$ cat config.mk
export PLATFORM = sky130hd
export DESIGN_NAME = ssp_port
export DESIGN_NICKNAME = d
export VERILOG_FILES = /design/src/inc/ssp_pkg.sv /design/src/ssp_rate_gen.sv /design/src/ssp_port.sv
export SDC_FILE = /design/constraint.sdc
export NUM_CORES = 1
export LEC_CHECK = 0
export BUFFER_PORTS_ARGS = -buffer_cell sky130_fd_sc_hd__clkbuf_2
export CAP_MARGIN = 20
export CORE_ASPECT_RATIO = 0.9
export CORE_MARGIN = 3
export CORE_UTILIZATION = 30
export CTS_CLUSTER_SIZE = 25
export DETAILED_ROUTE_END_ITERATION = 10
export SYNTH_ARGS = -nofsm -noshare
export SYNTH_HDL_FRONTEND = slang
export SYNTH_SLANG_ARGS = --single-unit
$ cat constraint.sdc
create_clock -name sys_clk -period 2.2 [get_ports sys_clk]
set_input_delay 0.44 -clock sys_clk [delete_from_list [all_inputs] [get_ports sys_clk]]
set_output_delay 0.44 -clock sys_clk [all_outputs]
set_load 0.005 [all_outputs]
$ cat src/inc/ssp_pkg.sv
// shared constants, register layouts and pin carriers of the serial port block
package ssp_pkg;

   ////////////////////////////////////////////////////////////////////////////
   // register byte offsets on the avalon slave
   localparam logic [4:0] SSP_OFS_MODE    = 5'h00;
   localparam logic [4:0] SSP_OFS_FMT     = 5'h04;
   localparam logic [4:0] SSP_OFS_DATA    = 5'h08;
   localparam logic [4:0] SSP_OFS_IRQ_ST  = 5'h0c;
   localparam logic [4:0] SSP_OFS_IRQ_CLR = 5'h10;
   localparam logic [4:0] SSP_OFS_IRQ_EN  = 5'h14;

   ////////////////////////////////////////////////////////////////////////////
   // operating modes of the three-bit mode field
   typedef enum logic [2:0] {
      SSP_M_DIV4  = 3'b000,
      SSP_M_DIV16 = 3'b001,
      SSP_M_DIV64 = 3'b010,
      SSP_M_SUB   = 3'b011,
      SSP_M_TMR   = 3'b100,
      SSP_M_SLAVE = 3'b101,
      SSP_M_TWI   = 3'b110,
      SSP_M_NONE  = 3'b111
   } ssp_mode_e;

   // serial_mode_control layout, msb first
   typedef struct packed {
      ssp_mode_e  operating_mode_field;
      logic       unused4;
      logic [1:0] debounce_select;
      logic       module_enable;
      logic       slave_incomplete_flag;
   } ssp_mode_ctrl_s;

   // serial_format_flags layout, msb first
   typedef struct packed {
      logic [1:0] spare;
      logic       clock_idle_polarity;
      logic       clock_edge_select;
      logic       bit_order_select;
      logic       select_pin_enable;
      logic       write_collision_flag;
      logic       transfer_complete_flag;
   } ssp_fmt_s;

   localparam logic [7:0] SSP_MODE_CTRL_RST = 8'he0;
   localparam logic [7:0] SSP_FMT_RST       = 8'h00;
   localparam logic [7:0] SSP_DATA_RST      = 8'h00;

   ////////////////////////////////////////////////////////////////////////////
   // interrupt status bit positions
   localparam int         SSP_IRQ_DONE = 0;
   localparam int         SSP_IRQ_COLL = 1;
   localparam int         SSP_IRQ_INC  = 2;
   localparam logic [2:0] SSP_IRQ_RST  = 3'h0;

   ////////////////////////////////////////////////////////////////////////////
   // timing: full serial clock period in system cycles per divider mode, and half-period counter limits
   localparam int         SSP_DIV4     = 4;
   localparam int         SSP_DIV16    = 16;
   localparam int         SSP_DIV64    = 64;
   localparam logic [4:0] SSP_HALF_4   = 5'(SSP_DIV4 / 2 - 1);
   localparam logic [4:0] SSP_HALF_16  = 5'(SSP_DIV16 / 2 - 1);
   localparam logic [4:0] SSP_HALF_64  = 5'(SSP_DIV64 / 2 - 1);
   localparam logic [3:0] SSP_LAST_EDGE = 4'hf;
   localparam logic [3:0] SSP_BITS     = 4'h8;

   ////////////////////////////////////////////////////////////////////////////
   // pin carriers
   typedef struct packed {
      logic sck;
      logic serial_data_in;
      logic scs_n;
   } ssp_pin_in_s;

   typedef struct packed {
      logic sck_o;
      logic sck_oe;
      logic sdo_o;
      logic sdo_oe;
      logic scs_n_o;
      logic scs_n_oe;
   } ssp_pin_out_s;

endpackage : ssp_pkg

$ cat src/ssp_rate_gen.sv
// serial clock half-period tick generator for master mode
`timescale 1ns/1ps
module ssp_rate_gen (
   input  wire logic              sys_clk,
   input  wire logic              nrst,
   input  wire ssp_pkg::ssp_mode_e mode,
   input  wire logic              run,
   input  wire logic              sub_lvl,
   input  wire logic              tmr_tick,
   output logic                   half_tick
);
   import ssp_pkg::*;

   logic [4:0] cnt_ff;
   logic [4:0] nxt_cnt;
   logic       sub_prev_ff;
   logic       nxt_sub_prev;
   logic [4:0] lim;

   ////////////////////////////////////////////////////////////////////////////
   // counter restarts while idle so the first half period is full length
   always_comb begin
      lim          = SSP_HALF_4;
      half_tick    = 1'b0;
      nxt_sub_prev = sub_lvl;
      case (mode)
         SSP_M_DIV4:  lim = SSP_HALF_4;
         SSP_M_DIV16: lim = SSP_HALF_16;
         SSP_M_DIV64: lim = SSP_HALF_64;
         default:     lim = SSP_HALF_4;
      endcase
      nxt_cnt = (run && cnt_ff != lim) ? cnt_ff + 5'h01 : 5'h00;
      case (mode)
         SSP_M_DIV4, SSP_M_DIV16, SSP_M_DIV64: half_tick = run && cnt_ff == lim;
         // sub clock: each sub-clock edge is a half period
         SSP_M_SUB: half_tick = run && (sub_lvl != sub_prev_ff);
         // timer: each match toggles, giving half the match rate
         SSP_M_TMR: half_tick = run && tmr_tick;
         default:   half_tick = 1'b0;
      endcase
   end

   always_ff @(posedge sys_clk) begin
      if (!nrst) begin
         cnt_ff      <= 5'h00;
         sub_prev_ff <= 1'b0;
      end else begin
         cnt_ff      <= nxt_cnt;
         sub_prev_ff <= nxt_sub_prev;
      end
   end

endmodule : ssp_rate_gen

$ cat src/ssp_port.sv
// four-line serial port, master or slave, with avalon register slave
// How it works
// four lines: data in, data out, serial clock, active-low select
// full duplex; the port works as master or as slave
// only a master starts transfers and drives the clock
// select enable 1 uses the select pin; 0 leaves it floating
// further slaves are picked by the far master through general i/o
// bit order selects lsb first or msb first
// active serial clock edge is rising or falling
// mode field bits 7..5 picks serial or two-wire personality
// lines work only with pin function, enable and mode set
// pull-ups apply on enabled input pins only
// mode register: mode, debounce, enable, incomplete flag; bit 4 zero
// format register: spare, polarity, edge, order, select, collision, done
// modes: master at /4, /16, /64, sub clock, timer half; slave
// polarity sets idle level; edge bit picks capture edge
// data write during a transfer is dropped and flags a collision
// early deselect in slave sets incomplete and done flags
// eight bits per transfer; done flag after the last edge
// master starts on an idle data write and holds select low
`timescale 1ns/1ps
module ssp_port (
   input  wire logic                 sys_clk,
   input  wire logic                 nrst,
   input  wire logic [4:0]           avs_address,
   input  wire logic                 avs_read,
   input  wire logic                 avs_write,
   input  wire logic [3:0]           avs_byteenable,
   input  wire logic [31:0]          avs_writedata,
   output logic [31:0]               avs_readdata,
   output logic                      avs_waitrequest,
   input  wire ssp_pkg::ssp_pin_in_s pin_i,
   output ssp_pkg::ssp_pin_out_s     pin_o,
   input  wire logic                 pin_func_sel,
   input  wire logic [2:0]           pull_up_sel,
   output logic [2:0]                pull_up_on,
   input  wire logic                 sub_clk_in,
   input  wire logic                 timer_match,
   output logic                      irq
);
   import ssp_pkg::*;

   ////////////////////////////////////////////////////////////////////////////
   // helpers
   function automatic logic ssp_hit(input logic [4:0] a, input logic [4:0] ofs);
      ssp_hit = (a[4:2] == ofs[4:2]);
   endfunction : ssp_hit

   function automatic logic ssp_first(input logic [7:0] v, input logic msb);
      ssp_first = msb ? v[7] : v[0];
   endfunction : ssp_first

   function automatic logic [7:0] ssp_shift(input logic [7:0] v, input logic b, input logic msb);
      ssp_shift = msb ? {v[6:0], b} : {b, v[7:1]};
   endfunction : ssp_shift

   ssp_mode_ctrl_s ctrl_ff, nxt_ctrl;
   ssp_fmt_s       fmt_ff, nxt_fmt;
   logic [2:0]     irq_st_ff, nxt_irq_st, irq_en_ff, nxt_irq_en;
   logic [7:0]     data_ff, nxt_data;
   logic [3:0]     half_ff, nxt_half;
   logic           busy_ff, nxt_busy, sck_ff, nxt_sck, out_ff, nxt_out;
   logic           rd_wait_ff, nxt_rd_wait;
   logic [31:0]    rdata_ff, nxt_rdata;
   logic [2:0]     sck_s_ff, scs_s_ff;
   logic [1:0]     sdi_s_ff, sub_s_ff;
   logic           active, master, slave, msb, lead_cap, idle_lvl, sel_ok;
   logic           half_tick, edge_ev, cap_ev, inc_cond;
   logic           done_evt, coll_evt, inc_evt;
   logic           wr_acc, wr_mode, wr_fmt, wr_data, wr_clr, wr_en;

   ////////////////////////////////////////////////////////////////////////////
   // two-flop synchronisers; the third stage only feeds edge detection
   always_ff @(posedge sys_clk) begin
      if (!nrst) begin
         // clock idles high at reset polarity, so no false edge follows reset
         sck_s_ff <= 3'h7;
         scs_s_ff <= 3'h7;
         sdi_s_ff <= 2'h0;
         sub_s_ff <= 2'h0;
      end else begin
         sck_s_ff <= {sck_s_ff[1:0], pin_i.sck};
         scs_s_ff <= {scs_s_ff[1:0], pin_i.scs_n};
         sdi_s_ff <= {sdi_s_ff[0], pin_i.serial_data_in};
         sub_s_ff <= {sub_s_ff[0], sub_clk_in};
      end
   end

   ////////////////////////////////////////////////////////////////////////////
   // personality and mode decode
   // pins serve only in a serial mode with enable and pin select
   assign active   = pin_func_sel && ctrl_ff.module_enable &&
                     (ctrl_ff.operating_mode_field <= SSP_M_SLAVE);
   // modes below slave are master with their own clock source
   assign master   = active && (ctrl_ff.operating_mode_field != SSP_M_SLAVE);
   assign slave    = active && (ctrl_ff.operating_mode_field == SSP_M_SLAVE);
   assign msb      = fmt_ff.bit_order_select;
   // polarity 0 idles high; edge bit 1 captures on the leading edge
   assign idle_lvl = ~fmt_ff.clock_idle_polarity;
   assign lead_cap = fmt_ff.clock_edge_select;
   // with select disabled the slave is always addressed
   assign sel_ok   = ~fmt_ff.select_pin_enable | ~scs_s_ff[1];

   ssp_rate_gen u_rate (
      .sys_clk   (sys_clk),
      .nrst      (nrst),
      .mode      (ctrl_ff.operating_mode_field),
      .run       (master && busy_ff),
      .sub_lvl   (sub_s_ff[1]),
      .tmr_tick  (timer_match),
      .half_tick (half_tick)
   );

   // slave edges come only from the far master's clock
   assign edge_ev  = master ? (busy_ff && half_tick)
                            : (slave && sel_ok && (sck_s_ff[1] ^ sck_s_ff[2]));
   // even edge counts are leading edges
   assign cap_ev   = edge_ev && ((~half_ff[0]) == lead_cap);
   // select released mid transfer
   assign inc_cond = slave && fmt_ff.select_pin_enable && busy_ff && scs_s_ff[1] && !scs_s_ff[2];

   ////////////////////////////////////////////////////////////////////////////
   // bus decode; writes never wait, reads take one wait state
   assign wr_acc  = avs_write && avs_byteenable[0];
   assign wr_mode = wr_acc && ssp_hit(avs_address, SSP_OFS_MODE);
   assign wr_fmt  = wr_acc && ssp_hit(avs_address, SSP_OFS_FMT);
   assign wr_data = wr_acc && ssp_hit(avs_address, SSP_OFS_DATA);
   assign wr_clr  = wr_acc && ssp_hit(avs_address, SSP_OFS_IRQ_CLR);
   assign wr_en   = wr_acc && ssp_hit(avs_address, SSP_OFS_IRQ_EN);
   assign avs_waitrequest = avs_read && !rd_wait_ff;
   assign avs_readdata    = rdata_ff;

   always_comb begin
      nxt_rd_wait = avs_read && !rd_wait_ff;
      nxt_rdata   = rdata_ff;
      if (avs_read && !rd_wait_ff) begin
         nxt_rdata = 32'h0;
         case (avs_address[4:2])
            SSP_OFS_MODE[4:2]:   nxt_rdata[7:0] = {ctrl_ff[7:5], 1'b0, ctrl_ff[3:0]};
            SSP_OFS_FMT[4:2]:    nxt_rdata[7:0] = fmt_ff;
            SSP_OFS_DATA[4:2]:   nxt_rdata[7:0] = data_ff;
            SSP_OFS_IRQ_ST[4:2]: nxt_rdata[2:0] = irq_st_ff;
            SSP_OFS_IRQ_EN[4:2]: nxt_rdata[2:0] = irq_en_ff;
            default:             nxt_rdata = 32'h0;
         endcase
      end
   end

   always_ff @(posedge sys_clk) begin
      if (!nrst) begin
         rd_wait_ff <= 1'b0;
         rdata_ff   <= 32'h0;
      end else begin
         rd_wait_ff <= nxt_rd_wait;
         rdata_ff   <= nxt_rdata;
      end
   end

   ////////////////////////////////////////////////////////////////////////////
   // transfer engine shared by master and slave
   always_comb begin
      nxt_busy = busy_ff;
      nxt_half = half_ff;
      nxt_out  = out_ff;
      nxt_data = data_ff;
      done_evt = 1'b0;
      coll_evt = 1'b0;
      inc_evt  = 1'b0;
      if (wr_data) begin
         // a busy shifter keeps its data
         if (busy_ff) begin
            coll_evt = 1'b1;
         end else begin
            // master starts on an idle write; slave just preloads
            nxt_data = avs_writedata[7:0];
            nxt_out  = ssp_first(avs_writedata[7:0], msb);
            nxt_busy = master;
            nxt_half = 4'h0;
         end
      end
      if (!active) begin
         nxt_busy = 1'b0;
         nxt_half = 4'h0;
      end else if (inc_cond) begin
         // abandon the byte and flag it
         nxt_busy = 1'b0;
         nxt_half = 4'h0;
         inc_evt  = 1'b1;
      end else if (edge_ev) begin
         nxt_busy = 1'b1;
         nxt_half = half_ff + 4'h1;
         // capture in and shift out in the chosen order
         if (cap_ev) begin
            nxt_data = ssp_shift(data_ff, sdi_s_ff[1], msb);
         end else begin
            nxt_out = ssp_first(data_ff, msb);
         end
         // sixteen edges carry eight bits
         if (half_ff == SSP_LAST_EDGE) begin
            nxt_busy = 1'b0;
            done_evt = 1'b1;
         end
      end
      // clock rests at its idle level outside a master transfer
      nxt_sck = (master && nxt_busy) ? (edge_ev ? ~sck_ff : sck_ff) : idle_lvl;
   end

   always_ff @(posedge sys_clk) begin
      if (!nrst) begin
         busy_ff <= 1'b0;
         half_ff <= 4'h0;
         sck_ff  <= 1'b1;
         out_ff  <= 1'b0;
         data_ff <= SSP_DATA_RST;
      end else begin
         busy_ff <= nxt_busy;
         half_ff <= nxt_half;
         sck_ff  <= nxt_sck;
         out_ff  <= nxt_out;
         data_ff <= nxt_data;
      end
   end

   ////////////////////////////////////////////////////////////////////////////
   // control registers and interrupt; hardware set beats software clear
   always_comb begin
      nxt_ctrl   = ctrl_ff;
      nxt_fmt    = fmt_ff;
      nxt_irq_en = wr_en ? avs_writedata[2:0] : irq_en_ff;
      // bit 4 is not kept
      if (wr_mode) begin
         nxt_ctrl = ssp_mode_ctrl_s'({avs_writedata[7:5], 1'b0, avs_writedata[3:0]});
      end
      // the two flags are writable by software
      if (wr_fmt) begin
         nxt_fmt = ssp_fmt_s'(avs_writedata[7:0]);
      end
      // incomplete raises the done flag too
      nxt_ctrl.slave_incomplete_flag = nxt_ctrl.slave_incomplete_flag | inc_evt;
      nxt_fmt.write_collision_flag   = nxt_fmt.write_collision_flag | coll_evt;
      // done flag
      nxt_fmt.transfer_complete_flag = nxt_fmt.transfer_complete_flag | done_evt | inc_evt;
      nxt_irq_st = irq_st_ff & ~(wr_clr ? avs_writedata[2:0] : 3'h0);
      nxt_irq_st[SSP_IRQ_DONE] = nxt_irq_st[SSP_IRQ_DONE] | done_evt | inc_evt;
      nxt_irq_st[SSP_IRQ_COLL] = nxt_irq_st[SSP_IRQ_COLL] | coll_evt;
      nxt_irq_st[SSP_IRQ_INC]  = nxt_irq_st[SSP_IRQ_INC] | inc_evt;
   end

   always_ff @(posedge sys_clk) begin
      if (!nrst) begin
         ctrl_ff   <= ssp_mode_ctrl_s'(SSP_MODE_CTRL_RST);
         fmt_ff    <= ssp_fmt_s'(SSP_FMT_RST);
         irq_st_ff <= SSP_IRQ_RST;
         irq_en_ff <= SSP_IRQ_RST;
      end else begin
         ctrl_ff   <= nxt_ctrl;
         fmt_ff    <= nxt_fmt;
         irq_st_ff <= nxt_irq_st;
         irq_en_ff <= nxt_irq_en;
      end
   end

   assign irq = |(irq_st_ff & irq_en_ff);

   ////////////////////////////////////////////////////////////////////////////
   // pins; the master's data-in path lags two cycles, so /4 has no margin
   // master owns clock; select driven only when enabled
   assign pin_o.sck_o    = sck_ff;
   assign pin_o.sck_oe   = master;
   assign pin_o.sdo_o    = out_ff;
   assign pin_o.sdo_oe   = master || (slave && sel_ok);
   // select low for the whole master transfer
   assign pin_o.scs_n_o  = ~busy_ff;
   assign pin_o.scs_n_oe = master && fmt_ff.select_pin_enable;
   // pull-ups: bit 2 data in, bit 1 clock, bit 0 select
   assign pull_up_on = active ? (pull_up_sel & {1'b1, slave, slave && fmt_ff.select_pin_enable}) : 3'h0;

   ////////////////////////////////////////////////////////////////////////////
   // checks
   logic [3:0] cap_cnt_ff;

   always_ff @(posedge sys_clk) begin
      if (!nrst) begin
         cap_cnt_ff <= 4'h0;
      end else begin
         cap_cnt_ff <= (busy_ff ? cap_cnt_ff : 4'h0) + {3'h0, cap_ev};
      end
   end
endmodule : ssp_port

==> results_tabular.tex <==
\begin{tabular}{lr}
\hline
Metric & Value \\
\hline
\multicolumn{2}{l}{\textbf{Outcome}} \\
\quad Status & completed \\
\multicolumn{2}{l}{\textbf{Power}} \\
\quad Static power due to leakage & 1.80 nW \\
\quad Fraction of power consumed by the clock network & 0.524 \\
\quad Net switching power & 0.561 mW \\
\quad Highest ir drop seen on vdd & 0.317 mV \\
\quad Share of total power in sequential cells & 0.419 \\
\quad Int Pwr & 2.16 mW \\
\quad Fraction of power consumed by combinational cells & 0.058 \\
\quad Switching fraction of total power & 0.206 \\
\quad Power per Cell Area & 699 nW/um2 \\
\multicolumn{2}{l}{\textbf{STA}} \\
\quad Number of setup violations in the final report & 0 \\
\quad Fmax achieved & 0.470 GHz \\
\quad Worst setup skew after layout & 4.58 ps \\
\quad Worst-case headroom to the max-slew limit & 0.642 \\
\quad Period utilisation layout & 0.967 \\
\quad Final setup TNS & 0 ps \\
\quad Transition time at the pin with the least slew margin & 535 ps \\
\quad Number of endpoints with negative hold slack in the final report & 0 \\
\quad Worst setup margin & 73.2 ps \\
\quad Final critical path time including I/O delays and setup & 2130 ps \\
\quad Max Slew Vio Count & 0 \\
\multicolumn{2}{l}{\textbf{Clock network}} \\
\quad Hold\_buf cts & 0 \\
\quad Clock Root Buffer & clkbuf\_16 \\
\quad Clock insertion delay at the later pin of the skew report & 320 ps \\
\quad Max Root-Sink Buffers & 2 \\
\quad Total CTS buffers & 9 \\
\quad Clock net sink count & 61 \\
\quad Number of H-tree levels & 3 \\
\quad TritonCTS clock tree & yes \\
\quad Clock edge transition at the registers on the reported setup and hold paths & 50 ps \\
\multicolumn{2}{l}{\textbf{Floorplanning}} \\
\quad Total core area & 10400 um2 \\
\quad Number of rows created at floorplan & 35 \\
\quad Die Span Y & 105 um \\
\quad Horiz. Die Dim & 116 um \\
\quad Floorplan die area & 12100 um2 \\
\quad Top-level I/O count & 97 \\
\quad Initial Util & 0.312 \\
\multicolumn{2}{l}{\textbf{Synth}} \\
\quad Most instantiated library cell after synthesis & dfxtp\_1 \\
\quad Post-synth top flop & dfxtp\_1 \\
\quad Top area cells in the synthesized netlist & dfxtp\_1 38\%, mux2i\_1 11\%, buf\_4 6.5\% \\
\quad Distinct cell type count of the synthesized netlist & 49 \\
\quad Average cell area after synthesis & 9.10 um2 \\
\quad Sequential element share of the synthesized area & 0.377 \\
\quad Area share of the largest cell type after synthesis & 0.377 \\
\quad Netlist area before placement & 3240 um2 \\
\quad Number of synthesized flops with an enable pin & 0 \\
\quad Warning count from the yosys run & 0 \\
\quad Synthesis-stage register bit count & 61 \\
\quad Most used standard cells in the synthesized netlist & 61 x dfxtp\_1, 37 x mux2i\_1, 37 x nand2\_1, 28 x buf\_4, 22 x nor2b\_1 \\
\quad Async set or reset register ratio after synthesis & 0 \\
\quad Dominant cell type by area after synthesis & dfxtp\_1 \\
\quad Cells after Synth & 356 \\
\multicolumn{2}{l}{\textbf{Place}} \\
\quad Worst setup slack before clock tree synthesis & -0.232 ps \\
\quad Number of I/O port buffers & 43 \\
\quad Estimated wirelength of the detail-placed design & 5480 um \\
\quad Instance count after placement with tap cells included & 519 \\
\quad Post-placement cell area & 3510 um2 \\
\quad Global placement routability congestion & 0.776 \\
\multicolumn{2}{l}{\textbf{Routing}} \\
\quad Routed Wire Length & 7380 um \\
\quad Routed wirelength normalized by instance count & 13.7 um \\
\quad Via-per-instance ratio & 4.78 \\
\quad DR vias & 2577 \\
\quad Drt first pass iters & 4 \\
\quad Antenna Violating Nets Remaining & 0 \\
\quad Initial DRC count & 129 \\
\quad Post-detailed-route DRC marker count & 0 \\
\multicolumn{2}{l}{\textbf{Job}} \\
\quad Max cap viols & 0 \\
\multicolumn{2}{l}{\textbf{Finish}} \\
\quad Number of standard cells in the final layout excluding fillers & 539 \\
\quad Proportion of layout cells with a drive suffix above 1 & 0.234 \\
\quad Antenna diode count & 0 \\
\quad Final Instance Area & 3900 um2 \\
\quad Net count, final & 461 \\
\quad Syn-to-layout area delta & 20.3\% \\
\quad Finished Core Util & 0.376 \\
\quad Number of fill cells in the layout & 1053 \\
\multicolumn{2}{l}{\textbf{Min path}} \\
\quad Hold Crit Class & in -> reg \\
\multicolumn{2}{l}{\textbf{Worst setup path}} \\
\quad Required time of the critical path & 2400 ps \\
\quad Maximum fanout along the worst path & 6 \\
\quad Reg2reg setup slack & 70 ps \\
\quad Data arrival time of the critical path & 2330 ps \\
\quad Startpoint types & flop \\
\quad Class of the most critical setup path & reg -> reg \\
\quad Category of the worst setup path capture point & flop \\
\multicolumn{2}{l}{\textbf{Global route}} \\
\quad GRT Overall Usage & 0.123 \\
\quad Maximum number of pins on one net before global-route repair & 40 \\
\quad Number of antenna violations at the first check in global routing & 0 \\
\quad Wire length of the first global-routing pass & 11900 um \\
\quad Total congestion overflow after global routing & 0 \\
\quad Number of global-route vias before repair & 2444 \\
\hline
\end{tabular}
## final cells by class
class	count	area, um2	share of cell area
inverter	9	33.8	0.00867
clock inverter	3	42.5	0.0109
tap	129	161	0.0414
clock buffer	13	270	0.0693
multi-input combinational	265	1830	0.469
timing repair buffer	59	335	0.0860
sequential	61	1220	0.314
## metal layers
metal	up-vias	routed length [um]	global-route usage
met1	1214	3370	0.160
met2	70	3530	0.202
met3	8	388	0.0313
met4	0	87	0.0327
li1	1285	-	-
met5	-	0	0
## through the flow
stage	power (mW)	hold WS, ps
3_3_place_gp	1.32	390
2_1_floorplan	1.28	386
6_report	2.72	302
5_1_grt	2.82	310
3_5_place_dp	1.32	392
4_1_cts	2.76	295
## path summary, 6_finish.rpt
kind	startpoint	to	cells after the start
worst max-delay path	ctrl_ff[6]$_SDFFE_PN1P_	sck_ff$_SDFFE_PN1P_	8
worst min-delay path	pin_i[2]	sck_s_ff[0]$_SDFF_PN1_	2
worst max register to register	ctrl_ff[6]$_SDFFE_PN1P_	sck_ff$_SDFFE_PN1P_	8
worst min register to register	sck_s_ff[0]$_SDFF_PN1_	sck_s_ff[1]$_SDFF_PN1_	1
## cell usage in the layout (no fill, tap or decap), drive strengths merged, types with 9 or more instances in the layout
master / netlist / routed
and2: 11 / 11
buf: 34 / 16
clkbuf: 11 / 56
conb: 1 / 24
dfxtp: 61 / 61
inv: 9 / 9
mux2: 10 / 10
mux2i: 37 / 37
nand2: 37 / 37
nand2b: 11 / 11
nor2: 14 / 14
nor2b: 22 / 22
o211a: 12 / 12
## registers in the layout, indices dropped and copies added, names as in the netlist, 2 cells and up
register       count
avs_readdata       8
data_ff            8
ctrl_ff            7
fmt_ff             6
u_rate.cnt_ff      5
half_ff            4
irq_en_ff          3
irq_st_ff          3
sck_s_ff           3
scs_s_ff           3
sdi_s_ff           2
sub_s_ff           2
## worst max-delay path, cell delays in order (launching register included)
cell and delay [ps]:
dfxtp_2 330, buf_4 150, or3b_1 370, and2_1 180, a22oi_2 320, a21boi_4 120, buf_4 150, xnor2_1 110
o32a_1 280
## power by group through the flow
stage          registers, mW  clock network [mW]  logic (mW)
2_1_floorplan           1.16                   0       0.127
3_3_place_gp            1.16                   0       0.155
3_5_place_dp            1.16                   0       0.156
4_1_cts                 1.14                1.46       0.157
5_1_grt                 1.14                1.51       0.176
6_report                1.14                1.43       0.157
## what timing repair did
item                                    in CTS  in global routing
gates resized for setup                      2                  8
endpoints found under the setup margin       9                 13
endpoints found under the hold margin        0                  0
buffers inserted                             0                  3
pin swaps                                    0                  2
gates cloned                                 0                  1
## cells by family after synthesis
group	share of synthesized area
multiplexers	0.149
AND/OR/NAND/NOR	0.210
adder cells (fa/ha/maj)	0.00772
other	0.00116
buffers and inverters	0.101
AO/OA/AOI/OAI	0.133
flip-flops	0.377
XOR/XNOR	0.0216
No activity file was read; power rests on OpenSTA's default activity.
